## src/cmig_consts.svh

```systemverilog
// cmig constants: offsets, field positions, reset values and timing counts
`ifndef CMIG_CONSTS_SVH
`define CMIG_CONSTS_SVH

`define CMIG_CLK_PERIOD_NS   20
`define CMIG_SETTLE_NS       40
`define CMIG_SETTLE_CYC      ((`CMIG_SETTLE_NS + `CMIG_CLK_PERIOD_NS - 1) / `CMIG_CLK_PERIOD_NS)
`define CMIG_FETCH_WAITS     1
`define CMIG_SYNC_W          39
// synchroniser reset: idle pin levels, on-board memories deselected
`define CMIG_SYNC_RST        39'h7FFFFE0000

`define CMIG_MEM_AW          15
`define CMIG_DEV_SEL_BIT     15
`define CMIG_ONCHIP_LIMIT    16'h0040
`define CMIG_SER_A7          7
`define CMIG_SER_A6          6

`define CMIG_REG_CMD         2'h0
`define CMIG_REG_VEC         2'h3
`define CMIG_CMD_FLAG_BIT    7
`define CMIG_CMD_CLR_IP_BIT  0
`define CMIG_CMD_CLR_IUS_BIT 1
`define CMIG_CMD_DLC_BIT     2
`define CMIG_REG_RST         8'h00

`endif

```

## src/cmig_pkg.sv

```systemverilog
// cmig package: bus carrier structs and state encoding
package cmig_pkg;

  typedef struct packed {
    logic [15:0] addr;
    logic        mem_request_n;
    logic        io_request_n;
    logic        rd_n;
    logic        wr_n;
    logic        fetch_cycle_n;
  } cmig_cpu_bus_t;

  typedef struct packed {
    logic [14:0] addr;
    logic        ram_chip_select_n;
    logic        rom_chip_select_n;
    logic        oe_n;
    logic        we_n;
  } cmig_mem_ctl_t;

  typedef struct packed {
    logic periph_read_strobe_n;
    logic periph_write_strobe_n;
    logic periph_chip_select_n;
    logic serial_ctrl_chip_select_n;
  } cmig_io_ctl_t;

  typedef struct packed {
    logic chan_sel;
    logic ctrl_data_sel;
  } cmig_reg_sel_t;

  typedef enum logic [2:0] {
    CMIG_S_IDLE   = 3'b001,
    CMIG_S_SETTLE = 3'b010,
    CMIG_S_ACTIVE = 3'b100
  } cmig_ser_state_t;

endpackage : cmig_pkg

```

## src/cmig_sync.sv

```systemverilog
// cmig two flip-flop synchroniser for a vector of pin levels
module cmig_sync #(
  parameter int           W       = 1,
  parameter logic [W-1:0] RST_VAL = '0
) (
  // clock and reset
  input  wire logic         ref_clk_i,
  input  wire logic         rst_n_i,
  // levels
  input  wire logic [W-1:0] async_i,
  output logic      [W-1:0] sync_o
);

  logic [W-1:0] meta_r;
  logic [W-1:0] sync_r;

  always_ff @(posedge ref_clk_i) begin
    if (!rst_n_i) begin
      meta_r <= RST_VAL;
      sync_r <= RST_VAL;
    end else begin
      meta_r <= async_i;
      sync_r <= meta_r;
    end
  end

  assign sync_o = sync_r;

endmodule : cmig_sync

```

## src/cmig_waitgen.sv

```systemverilog
// cmig opcode fetch wait state generator
`include "cmig_consts.svh"
module cmig_waitgen (
  // clock and reset
  input  wire logic ref_clk_i,
  input  wire logic rst_n_i,
  // control
  input  wire logic enable_i,
  input  wire logic fetch_start_i,
  // wait request
  output logic      wait_n_o
);

  logic [3:0] cnt_r;
  logic [3:0] cnt_nxt;
  logic       wait_n_r;

  // load on fetch start, one clock per wait state
  assign cnt_nxt = (enable_i && fetch_start_i) ? 4'(`CMIG_FETCH_WAITS) :
                   (cnt_r != 4'h0) ? cnt_r - 4'h1 : 4'h0;

  always_ff @(posedge ref_clk_i) begin
    if (!rst_n_i) begin
      cnt_r    <= 4'h0;
      wait_n_r <= 1'b1;
    end else begin
      cnt_r    <= cnt_nxt;
      wait_n_r <= (cnt_nxt == 4'h0);
    end
  end

  assign wait_n_o = wait_n_r;

endmodule : cmig_waitgen

```

## src/cmig_top.sv

```systemverilog
// cmig top: memory and i/o decode glue with the serial controller bus end
//
// Function
// - memory select only when io request inactive
// - output enable follows read, write enable follows write
// - A15 plus user select gives RAM/ROM selects
// - fifteen low address bits to each 32KB device
// - fetch waits only with indicator on, no legacy
// - peripheral strobes from io request with read/write
// - legacy peripheral select decoded from address only
// - never select external parts in on-chip block
// - serial select needs A7, A6 and user select
// - 8-bit data bus, released when not reading
// - channel and control/data inputs pick register
// - read and write together reset the controller
// - vector driven only with acknowledge and read
// - interrupt request is active-low open drain
// - daisy chain enable in and enable out
// - serial controller strobes synchronised and settled before use
// - acknowledge read also sets under-service flag
`include "cmig_consts.svh"
module cmig_top (
  // clock and reset
  input  wire logic                   ref_clk_i,
  input  wire logic                   rst_n_i,
  // processor bus
  input  wire cmig_pkg::cmig_cpu_bus_t cpu_bus_i,
  input  wire logic                   irq_acknowledge_n_i,
  // board options
  input  wire logic                   user_ram_select_n_i,
  input  wire logic                   user_rom_select_n_i,
  input  wire logic                   user_io_select_i,
  input  wire logic                   fetch_indicator_enable_i,
  input  wire logic                   legacy_periph_present_i,
  // serial controller side
  input  wire cmig_pkg::cmig_reg_sel_t reg_sel_i,
  input  wire logic [7:0]             data_i,
  input  wire logic                   serial_event_i,
  input  wire logic                   chain_enable_in_i,
  // memory and peripheral strobes
  output cmig_pkg::cmig_mem_ctl_t     mem_ctl_o,
  output cmig_pkg::cmig_io_ctl_t      io_ctl_o,
  output logic                        wait_n_o,
  // serial controller pins
  output logic [7:0]                  data_o,
  output logic                        data_oe_o,
  output logic                        irq_n_o,
  output logic                        irq_oe_o,
  output logic                        chain_enable_out_o
);
  import cmig_pkg::*;

  function automatic logic [1:0] reg_index(input cmig_reg_sel_t sel);
    reg_index = {sel.chan_sel, sel.ctrl_data_sel};
  endfunction : reg_index

  function automatic logic mem_hit(input logic dev_match, input logic on_board, input logic io_off);
    mem_hit = dev_match && on_board && io_off;
  endfunction : mem_hit

  function automatic logic strobe_n(input logic req, input logic strb_n);
    strobe_n = !(req && !strb_n);
  endfunction : strobe_n

  // pin synchronisation
  logic [`CMIG_SYNC_W-1:0] pins_async;
  logic [`CMIG_SYNC_W-1:0] pins_sync;
  cmig_cpu_bus_t           bus;
  cmig_reg_sel_t           sel;
  logic [7:0]              din;
  logic                    ack_n;
  logic                    usr_ram_n;
  logic                    usr_rom_n;
  logic                    usr_io;
  logic                    fie;
  logic                    legacy;
  logic                    evt;
  logic                    chain_enable_in;

  assign pins_async = {cpu_bus_i,
                       irq_acknowledge_n_i,
                       user_ram_select_n_i,
                       user_rom_select_n_i,
                       user_io_select_i,
                       fetch_indicator_enable_i,
                       legacy_periph_present_i,
                       reg_sel_i,
                       data_i,
                       serial_event_i,
                       chain_enable_in_i};

  cmig_sync #(.W(`CMIG_SYNC_W), .RST_VAL(`CMIG_SYNC_RST)) u_sync (
    .ref_clk_i (ref_clk_i),
    .rst_n_i   (rst_n_i),
    .async_i   (pins_async),
    .sync_o    (pins_sync)
  );

  assign {bus,
          ack_n,
          usr_ram_n,
          usr_rom_n,
          usr_io,
          fie,
          legacy,
          sel,
          din,
          evt,
          chain_enable_in} = pins_sync;

  // memory decode
  wire io_idle  = bus.io_request_n;
  wire dev_hi   = bus.addr[`CMIG_DEV_SEL_BIT];
  wire ram_hit  = mem_hit(dev_hi, usr_ram_n, io_idle);
  wire rom_hit  = mem_hit(!dev_hi, usr_rom_n, io_idle);

  cmig_mem_ctl_t mem_nxt;
  assign mem_nxt.addr              = bus.addr[`CMIG_MEM_AW-1:0];
  assign mem_nxt.ram_chip_select_n = !ram_hit;
  assign mem_nxt.rom_chip_select_n = !rom_hit;
  assign mem_nxt.oe_n              = bus.rd_n;
  assign mem_nxt.we_n              = bus.wr_n;

  // i/o decode
  wire io_act     = !bus.io_request_n;
  wire onchip_hit = (bus.addr < `CMIG_ONCHIP_LIMIT);
  wire ser_range  = bus.addr[`CMIG_SER_A7] && bus.addr[`CMIG_SER_A6];
  wire ser_addr   = ser_range && usr_io;
  wire ser_cs     = ser_addr && io_act;
  wire ext_addr   = !onchip_hit && !ser_range;
  wire ext_cs     = legacy ? ext_addr : (ext_addr && io_act);

  cmig_io_ctl_t io_nxt;
  assign io_nxt.periph_read_strobe_n      = strobe_n(io_act, bus.rd_n);
  assign io_nxt.periph_write_strobe_n     = strobe_n(io_act, bus.wr_n);
  assign io_nxt.periph_chip_select_n      = !ext_cs;
  assign io_nxt.serial_ctrl_chip_select_n = !ser_cs;

  // opcode fetch wait states
  logic fetch_seen_r;
  wire  fetch_now   = !bus.fetch_cycle_n && !bus.mem_request_n;
  wire  fetch_start = fetch_now && !fetch_seen_r;
  wire  wait_en     = fie && !legacy;

  cmig_waitgen u_wait (
    .ref_clk_i     (ref_clk_i),
    .rst_n_i       (rst_n_i),
    .enable_i      (wait_en),
    .fetch_start_i (fetch_start),
    .wait_n_o      (wait_n_o)
  );

  // serial controller bus end
  wire rd_act  = !bus.rd_n;
  wire wr_act  = !bus.wr_n;
  wire ack_act = !ack_n;
  wire any_req = rd_act || wr_act || (ack_act && rd_act);

  cmig_ser_state_t state_r;
  cmig_ser_state_t state_nxt;
  logic [2:0]      cnt_r;
  logic [2:0]      cnt_nxt;
  logic [7:0]      regs_r [4];
  logic            ip_r;
  logic            ius_r;
  logic            dlc_r;
  logic            vec_rd_r;
  logic [7:0]      dout_r;
  logic            doe_r;
  logic            ieo_r;
  logic            irq_oe_r;
  cmig_mem_ctl_t   mem_r;
  cmig_io_ctl_t    io_r;

  wire settled   = (state_r == CMIG_S_SETTLE) && (cnt_r == 3'(`CMIG_SETTLE_CYC - 1));
  wire go        = settled && any_req;
  wire chip_rst  = go && rd_act && wr_act;
  wire do_wr     = go && !chip_rst && wr_act && ser_cs;
  wire do_ack    = go && !chip_rst && ack_act && rd_act && chain_enable_in && ip_r;
  wire do_rd     = go && !chip_rst && rd_act && !ack_act && ser_cs;
  wire [1:0] idx = reg_index(sel);
  wire cmd_wr    = do_wr && (idx == `CMIG_REG_CMD) && din[`CMIG_CMD_FLAG_BIT];

  always_comb begin
    state_nxt = state_r;
    cnt_nxt   = cnt_r;
    case (state_r)
      CMIG_S_IDLE: begin
        cnt_nxt = 3'h0;
        if (any_req) begin
          state_nxt = CMIG_S_SETTLE;
        end
      end
      CMIG_S_SETTLE: begin
        cnt_nxt = cnt_r + 3'h1;
        if (!any_req) begin
          state_nxt = CMIG_S_IDLE;
        end else if (settled) begin
          state_nxt = CMIG_S_ACTIVE;
        end
      end
      CMIG_S_ACTIVE: begin
        if (!rd_act && !wr_act) begin
          state_nxt = CMIG_S_IDLE;
        end
      end
      default: begin
        state_nxt = CMIG_S_IDLE;
      end
    endcase
  end

  // read data: control slots show pending and under-service
  wire [7:0] rd_word = sel.ctrl_data_sel ? regs_r[idx] : {regs_r[idx][7:2], ius_r, ip_r};
  wire [7:0] dout_nxt = do_ack ? regs_r[`CMIG_REG_VEC] : do_rd ? rd_word : dout_r;
  wire rd_hold  = (state_r == CMIG_S_ACTIVE) && rd_act && (vec_rd_r ? ack_act : ser_cs);
  wire doe_nxt  = (do_ack || do_rd || (doe_r && rd_hold)) && !chip_rst;

  // flags: hardware set wins over command clear
  wire ip_nxt  = !chip_rst && (evt || (ip_r && !(cmd_wr && din[`CMIG_CMD_CLR_IP_BIT])));
  wire ius_nxt = !chip_rst && (do_ack || (ius_r && !(cmd_wr && din[`CMIG_CMD_CLR_IUS_BIT])));
  wire dlc_nxt = chip_rst ? 1'b0 : cmd_wr ? din[`CMIG_CMD_DLC_BIT] : dlc_r;

  // daisy chain: pending blocks the chain only during acknowledge
  wire ieo_nxt = chain_enable_in && !ius_nxt && !dlc_nxt && !(ack_act && ip_nxt);
  wire irq_nxt = ip_nxt && !ius_nxt && chain_enable_in;

  always_ff @(posedge ref_clk_i) begin
    if (!rst_n_i) begin
      state_r <= CMIG_S_IDLE;
      cnt_r   <= 3'h0;
    end else begin
      state_r <= state_nxt;
      cnt_r   <= cnt_nxt;
    end
  end

  always_ff @(posedge ref_clk_i) begin
    if (!rst_n_i || chip_rst) begin
      for (int i = 0; i < 4; i++) begin
        regs_r[i] <= `CMIG_REG_RST;
      end
    end else if (do_wr && !cmd_wr) begin
      regs_r[idx] <= din;
    end
  end

  always_ff @(posedge ref_clk_i) begin
    if (!rst_n_i) begin
      ip_r     <= 1'b0;
      ius_r    <= 1'b0;
      dlc_r    <= 1'b0;
      vec_rd_r <= 1'b0;
      dout_r   <= 8'h00;
      doe_r    <= 1'b0;
      ieo_r    <= 1'b0;
      irq_oe_r <= 1'b0;
    end else begin
      ip_r     <= ip_nxt;
      ius_r    <= ius_nxt;
      dlc_r    <= dlc_nxt;
      vec_rd_r <= go ? do_ack : vec_rd_r;
      dout_r   <= dout_nxt;
      doe_r    <= doe_nxt;
      ieo_r    <= ieo_nxt;
      irq_oe_r <= irq_nxt;
    end
  end

  always_ff @(posedge ref_clk_i) begin
    if (!rst_n_i) begin
      mem_r        <= '1;
      io_r         <= '1;
      fetch_seen_r <= 1'b0;
    end else begin
      mem_r        <= mem_nxt;
      io_r         <= io_nxt;
      fetch_seen_r <= fetch_now;
    end
  end

  assign mem_ctl_o          = mem_r;
  assign io_ctl_o           = io_r;
  assign data_o             = dout_r;
  assign data_oe_o          = doe_r;
  assign irq_n_o            = 1'b0;
  assign irq_oe_o           = irq_oe_r;
  assign chain_enable_out_o = ieo_r;

endmodule : cmig_top

```

## config.mk

```make
export PLATFORM = sky130hd
export DESIGN_NAME = cmig_top
export DESIGN_NICKNAME = d
export VERILOG_FILES = /design/src/cmig_pkg.sv /design/src/cmig_sync.sv /design/src/cmig_waitgen.sv /design/src/cmig_top.sv
export VERILOG_INCLUDE_DIRS = /design/src
export SDC_FILE = /design/constraint.sdc
export NUM_CORES = 1
export LEC_CHECK = 0
export BUFFER_PORTS_ARGS = -buffer_cell sky130_fd_sc_hd__buf_2
export CORE_AREA = 8 8 126 128
export DETAILED_ROUTE_END_ITERATION = 8
export DIE_AREA = 0 0 134 136
export GPL_TIMING_DRIVEN = 1
export HOLD_SLACK_MARGIN = 0.02
export SLEW_MARGIN = 25
export SYNTH_ARGS = -nofsm -noshare
export SYNTH_HDL_FRONTEND = slang
export SYNTH_HIERARCHICAL = 1
export SYNTH_SLANG_ARGS = --single-unit
```

## constraint.sdc

```tcl
create_clock -name ref_clk_i -period 3 [get_ports ref_clk_i]
set_clock_uncertainty 0.15 [all_clocks]
set_input_delay 0.3 -clock ref_clk_i [delete_from_list [all_inputs] [get_ports ref_clk_i]]
set_output_delay 0.3 -clock ref_clk_i [all_outputs]
set_load 0.1 [all_outputs]
```

==> metrics.md <==
| Metric | Value |
|---|---|
| Setup TNS | `0 ns` |
| Synth Flop Type | `dfxtp_1` |
| Grt ovf | `0` |
| Top layer in use | `met4` |
| Critical Path RT | `2.93 ns` |
| Chip height | `136 um` |
| H-tree level count | `4` |
| Worst-case clock buffer depth | `2` |
| Die X | `134 um` |
| Metal-1 WL | `5.01 mm` |
| Root Buffer | `clkbuf_16` |
| DR WL met3 | `413 um` |
| Arr. time, crit path | `2.42 ns` |
| Die area | `18200 um^2` |
| Max-Cap Viols | `0` |
| Library cells used by synthesis | `55` |
| CP Capture Type | `flip-flop` |
| Ports | `77` |
| CP startpoint kind | `flip-flop` |
| # setup viols final | `0` |
| Avg Vias per Cell | `4.49` |
| Met2 wire len | `4.92 mm` |
| Drt pass-1 iters | `4` |
| Post-layout util | `49.3%` |
| Leak pwr | `2.84 nW` |
| Clock transition at path regs | `0.06 ns` |
| Initial core utilization | `38.8%` |
| Min Hold Slack | `0.0716 ns` |
| 1st-iter DRT viols | `208` |
| Post-CTS setup repair buffer count | `0` |
| Gate Count Post-Synth | `485` |
| Status | `finished, final reports clean` |
| CTS Sinks | `156` |
| Row count | `44` |
| Dpl ws | `0.518 ns` |
| DRT antenna net count | `0` |
| RSZ-0062 raised after global routing | `no` |
| Antenna violations before repair | `0` |
| Post-synth EDFFs | `28` |
| Wire per inst | `13.3 um` |
| Top cells by area, synth | `dfxtp_1, edfxtp_1, nand2b_1, and2_1, nand2_1` |
| Final instance area | `6930 um^2` |
| Synth warn | `6` |
| First-pass GRT wire length | `17.3 mm` |
| GRT Overall Usage | `11.9%` |
| Slew Limit Fails | `0` |
| Top cell type's share of synthesized area | `47.0%` |
| I/O Buffers | `75` |
| Most instantiated cells after synthesis | `dfxtp_1, nand2b_1, and2_1, nand2_1, edfxtp_1` |
| Placed wire-length estimate | `7.45 mm` |
| Final hold vios | `0` |
| Tcrit/Tclk final | `82.8%` |
| Fin cells | `796` |
| Cell taking the most area after synthesis | `dfxtp_1` |
| #FFs+latches synth | `156` |
| Post-synthesis sequential area ratio | `62.5%` |
| DR vias | `3573` |
| HP Class | `in2reg` |
| Inserted Clock Buffers | `17` |
| WS Path Type | `reg2reg` |
| Post-route setup slack | `0.515 ns` |
| Vias in the first global route | `3559` |
| Max frequency | `402 MHz` |
| Area Growth Syn to Fin | `27.1%` |
| CTS tree | `done` |
| Placed cell count | `725` |
| Peak VDD IR | `386 uV` |
| ANT cells | `0` |
| DRC Markers | `0` |
| FFs w/ async S/R, synth | `0%` |
| Worst relative slew slack | `36.2%` |
| Placed cell areas | `5960 um^2` |
| Fin crit period | `2.49 ns` |
| Nets | `643` |
| Core area | `14000 um^2` |
| Avg Synthesized Cell Area | `11.2 um^2` |
| Clk_lat worst skew | `0.41 ns` |
| Largest net degree at the start of global routing | `53` |
| Share of cells above drive strength 1 | `20.8%` |
| Most numerous cell in the Yosys netlist | `dfxtp_1` |
| Post-Route WL | `10.5 mm` |
| Pwr Total | `4.76 mW` |
| Crit Path Max Fanout | `11` |
| Power Density | `688 nW/um^2` |
| Worst-Margin Slew | `0.947 ns` |
| RD Place Congestion | `0.780` |
| Syn Std Cell Area | `5450 um^2` |
==> where the power goes <==
group / switching, mW / internal, mW
combinational: 0.262 / 0.183
clock: 0.859 / 1.18
sequential: 0.0503 / 2.23
==> final timing paths <==
check                                  startpoint           endpoint  slack, ns  depth (start not counted)
worst max-delay path                   state_r[1]       regs_r[2][5]       0.51                          6
worst min-delay path                      rst_n_i        io_ctl_o[0]       0.07                          2
worst max register to register         state_r[1]       regs_r[2][5]       0.51                          6
worst min register to register  u_sync/meta_r[17]  u_sync/sync_o[17]       0.26                          1
==> critical path, cell delays in order, from the launching register on <==
cell and delay, ns:
dfxtp_1 0.53, nor4b_4 0.38, nand4_2 0.23, nor2_1 0.15, buf_4 0.17, and3b_1 0.26, nand2b_1 0.30
==> placed cells by master, fill, tap and decap left out, types with 4 or more instances in the layout <==
master,count
a21oi_1,11
and2_1,43
and3b_1,4
buf_2,74
buf_4,7
clkbuf_16,17
dfxtp_1,128
dlygate4sd3_1,39
edfxtp_1,28
inv_1,15
inv_6,4
mux2i_1,10
nand2_1,36
nand2b_1,67
nand3_1,4
nor2_1,22
nor2b_1,7
nor3_1,8
o21ai_0,17
o22ai_1,4
==> cells by family after synthesis <==
| family | synth area share [%] |
|---|---|
| adder cells (fa/ha/maj) | 0.689 |
| AO/OA/AOI/OAI | 5.74 |
| multiplexers | 2.87 |
| AND/OR/NAND/NOR | 24.0 |
| buffers and inverters | 3.67 |
| XOR/XNOR | 0.482 |
| flip-flops | 62.5 |
| other | 0.0688 |
==> sequential cells by signal, indices dropped and copies added, names as in the netlist, 3 cells and up <==
| signal | count |
|---|---|
| data_o | 8 |
| mem_ctl_o | 19 |
| cnt_r | 3 |
| u_sync/meta_r | 39 |
| u_wait/cnt_r | 4 |
| state_r | 3 |
| u_sync/sync_o | 39 |
| regs_r | 28 |
| io_ctl_o | 4 |
==> cell type report <==
type / count / area (um^2)
Clock buffer: 18 / 439
Clock inverter: 14 / 134
Fill cell: 1301 / 7110
Inverter: 15 / 56.3
Multi-Input combinational cell: 289 / 1850
Sequential cell: 156 / 3400
Tap cell: 184 / 230
Timing Repair Buffer: 120 / 813
==> layer usage <==
layer	track usage, %	vias to the layer above
met1	14.7	1651
met5	0	-
li1	-	1835
met4	6.30	0
met3	3.03	14
met2	19.0	73
==> what timing repair did <==
action / 4_1_cts / 5_1_grt
gates resized for setup: 0 / 0
hold buffers: 39 / 0
setup endpoints to repair: 0 / 0
hold endpoints to repair: 39 / 0
No activity file was read; power rests on OpenSTA's default activity.
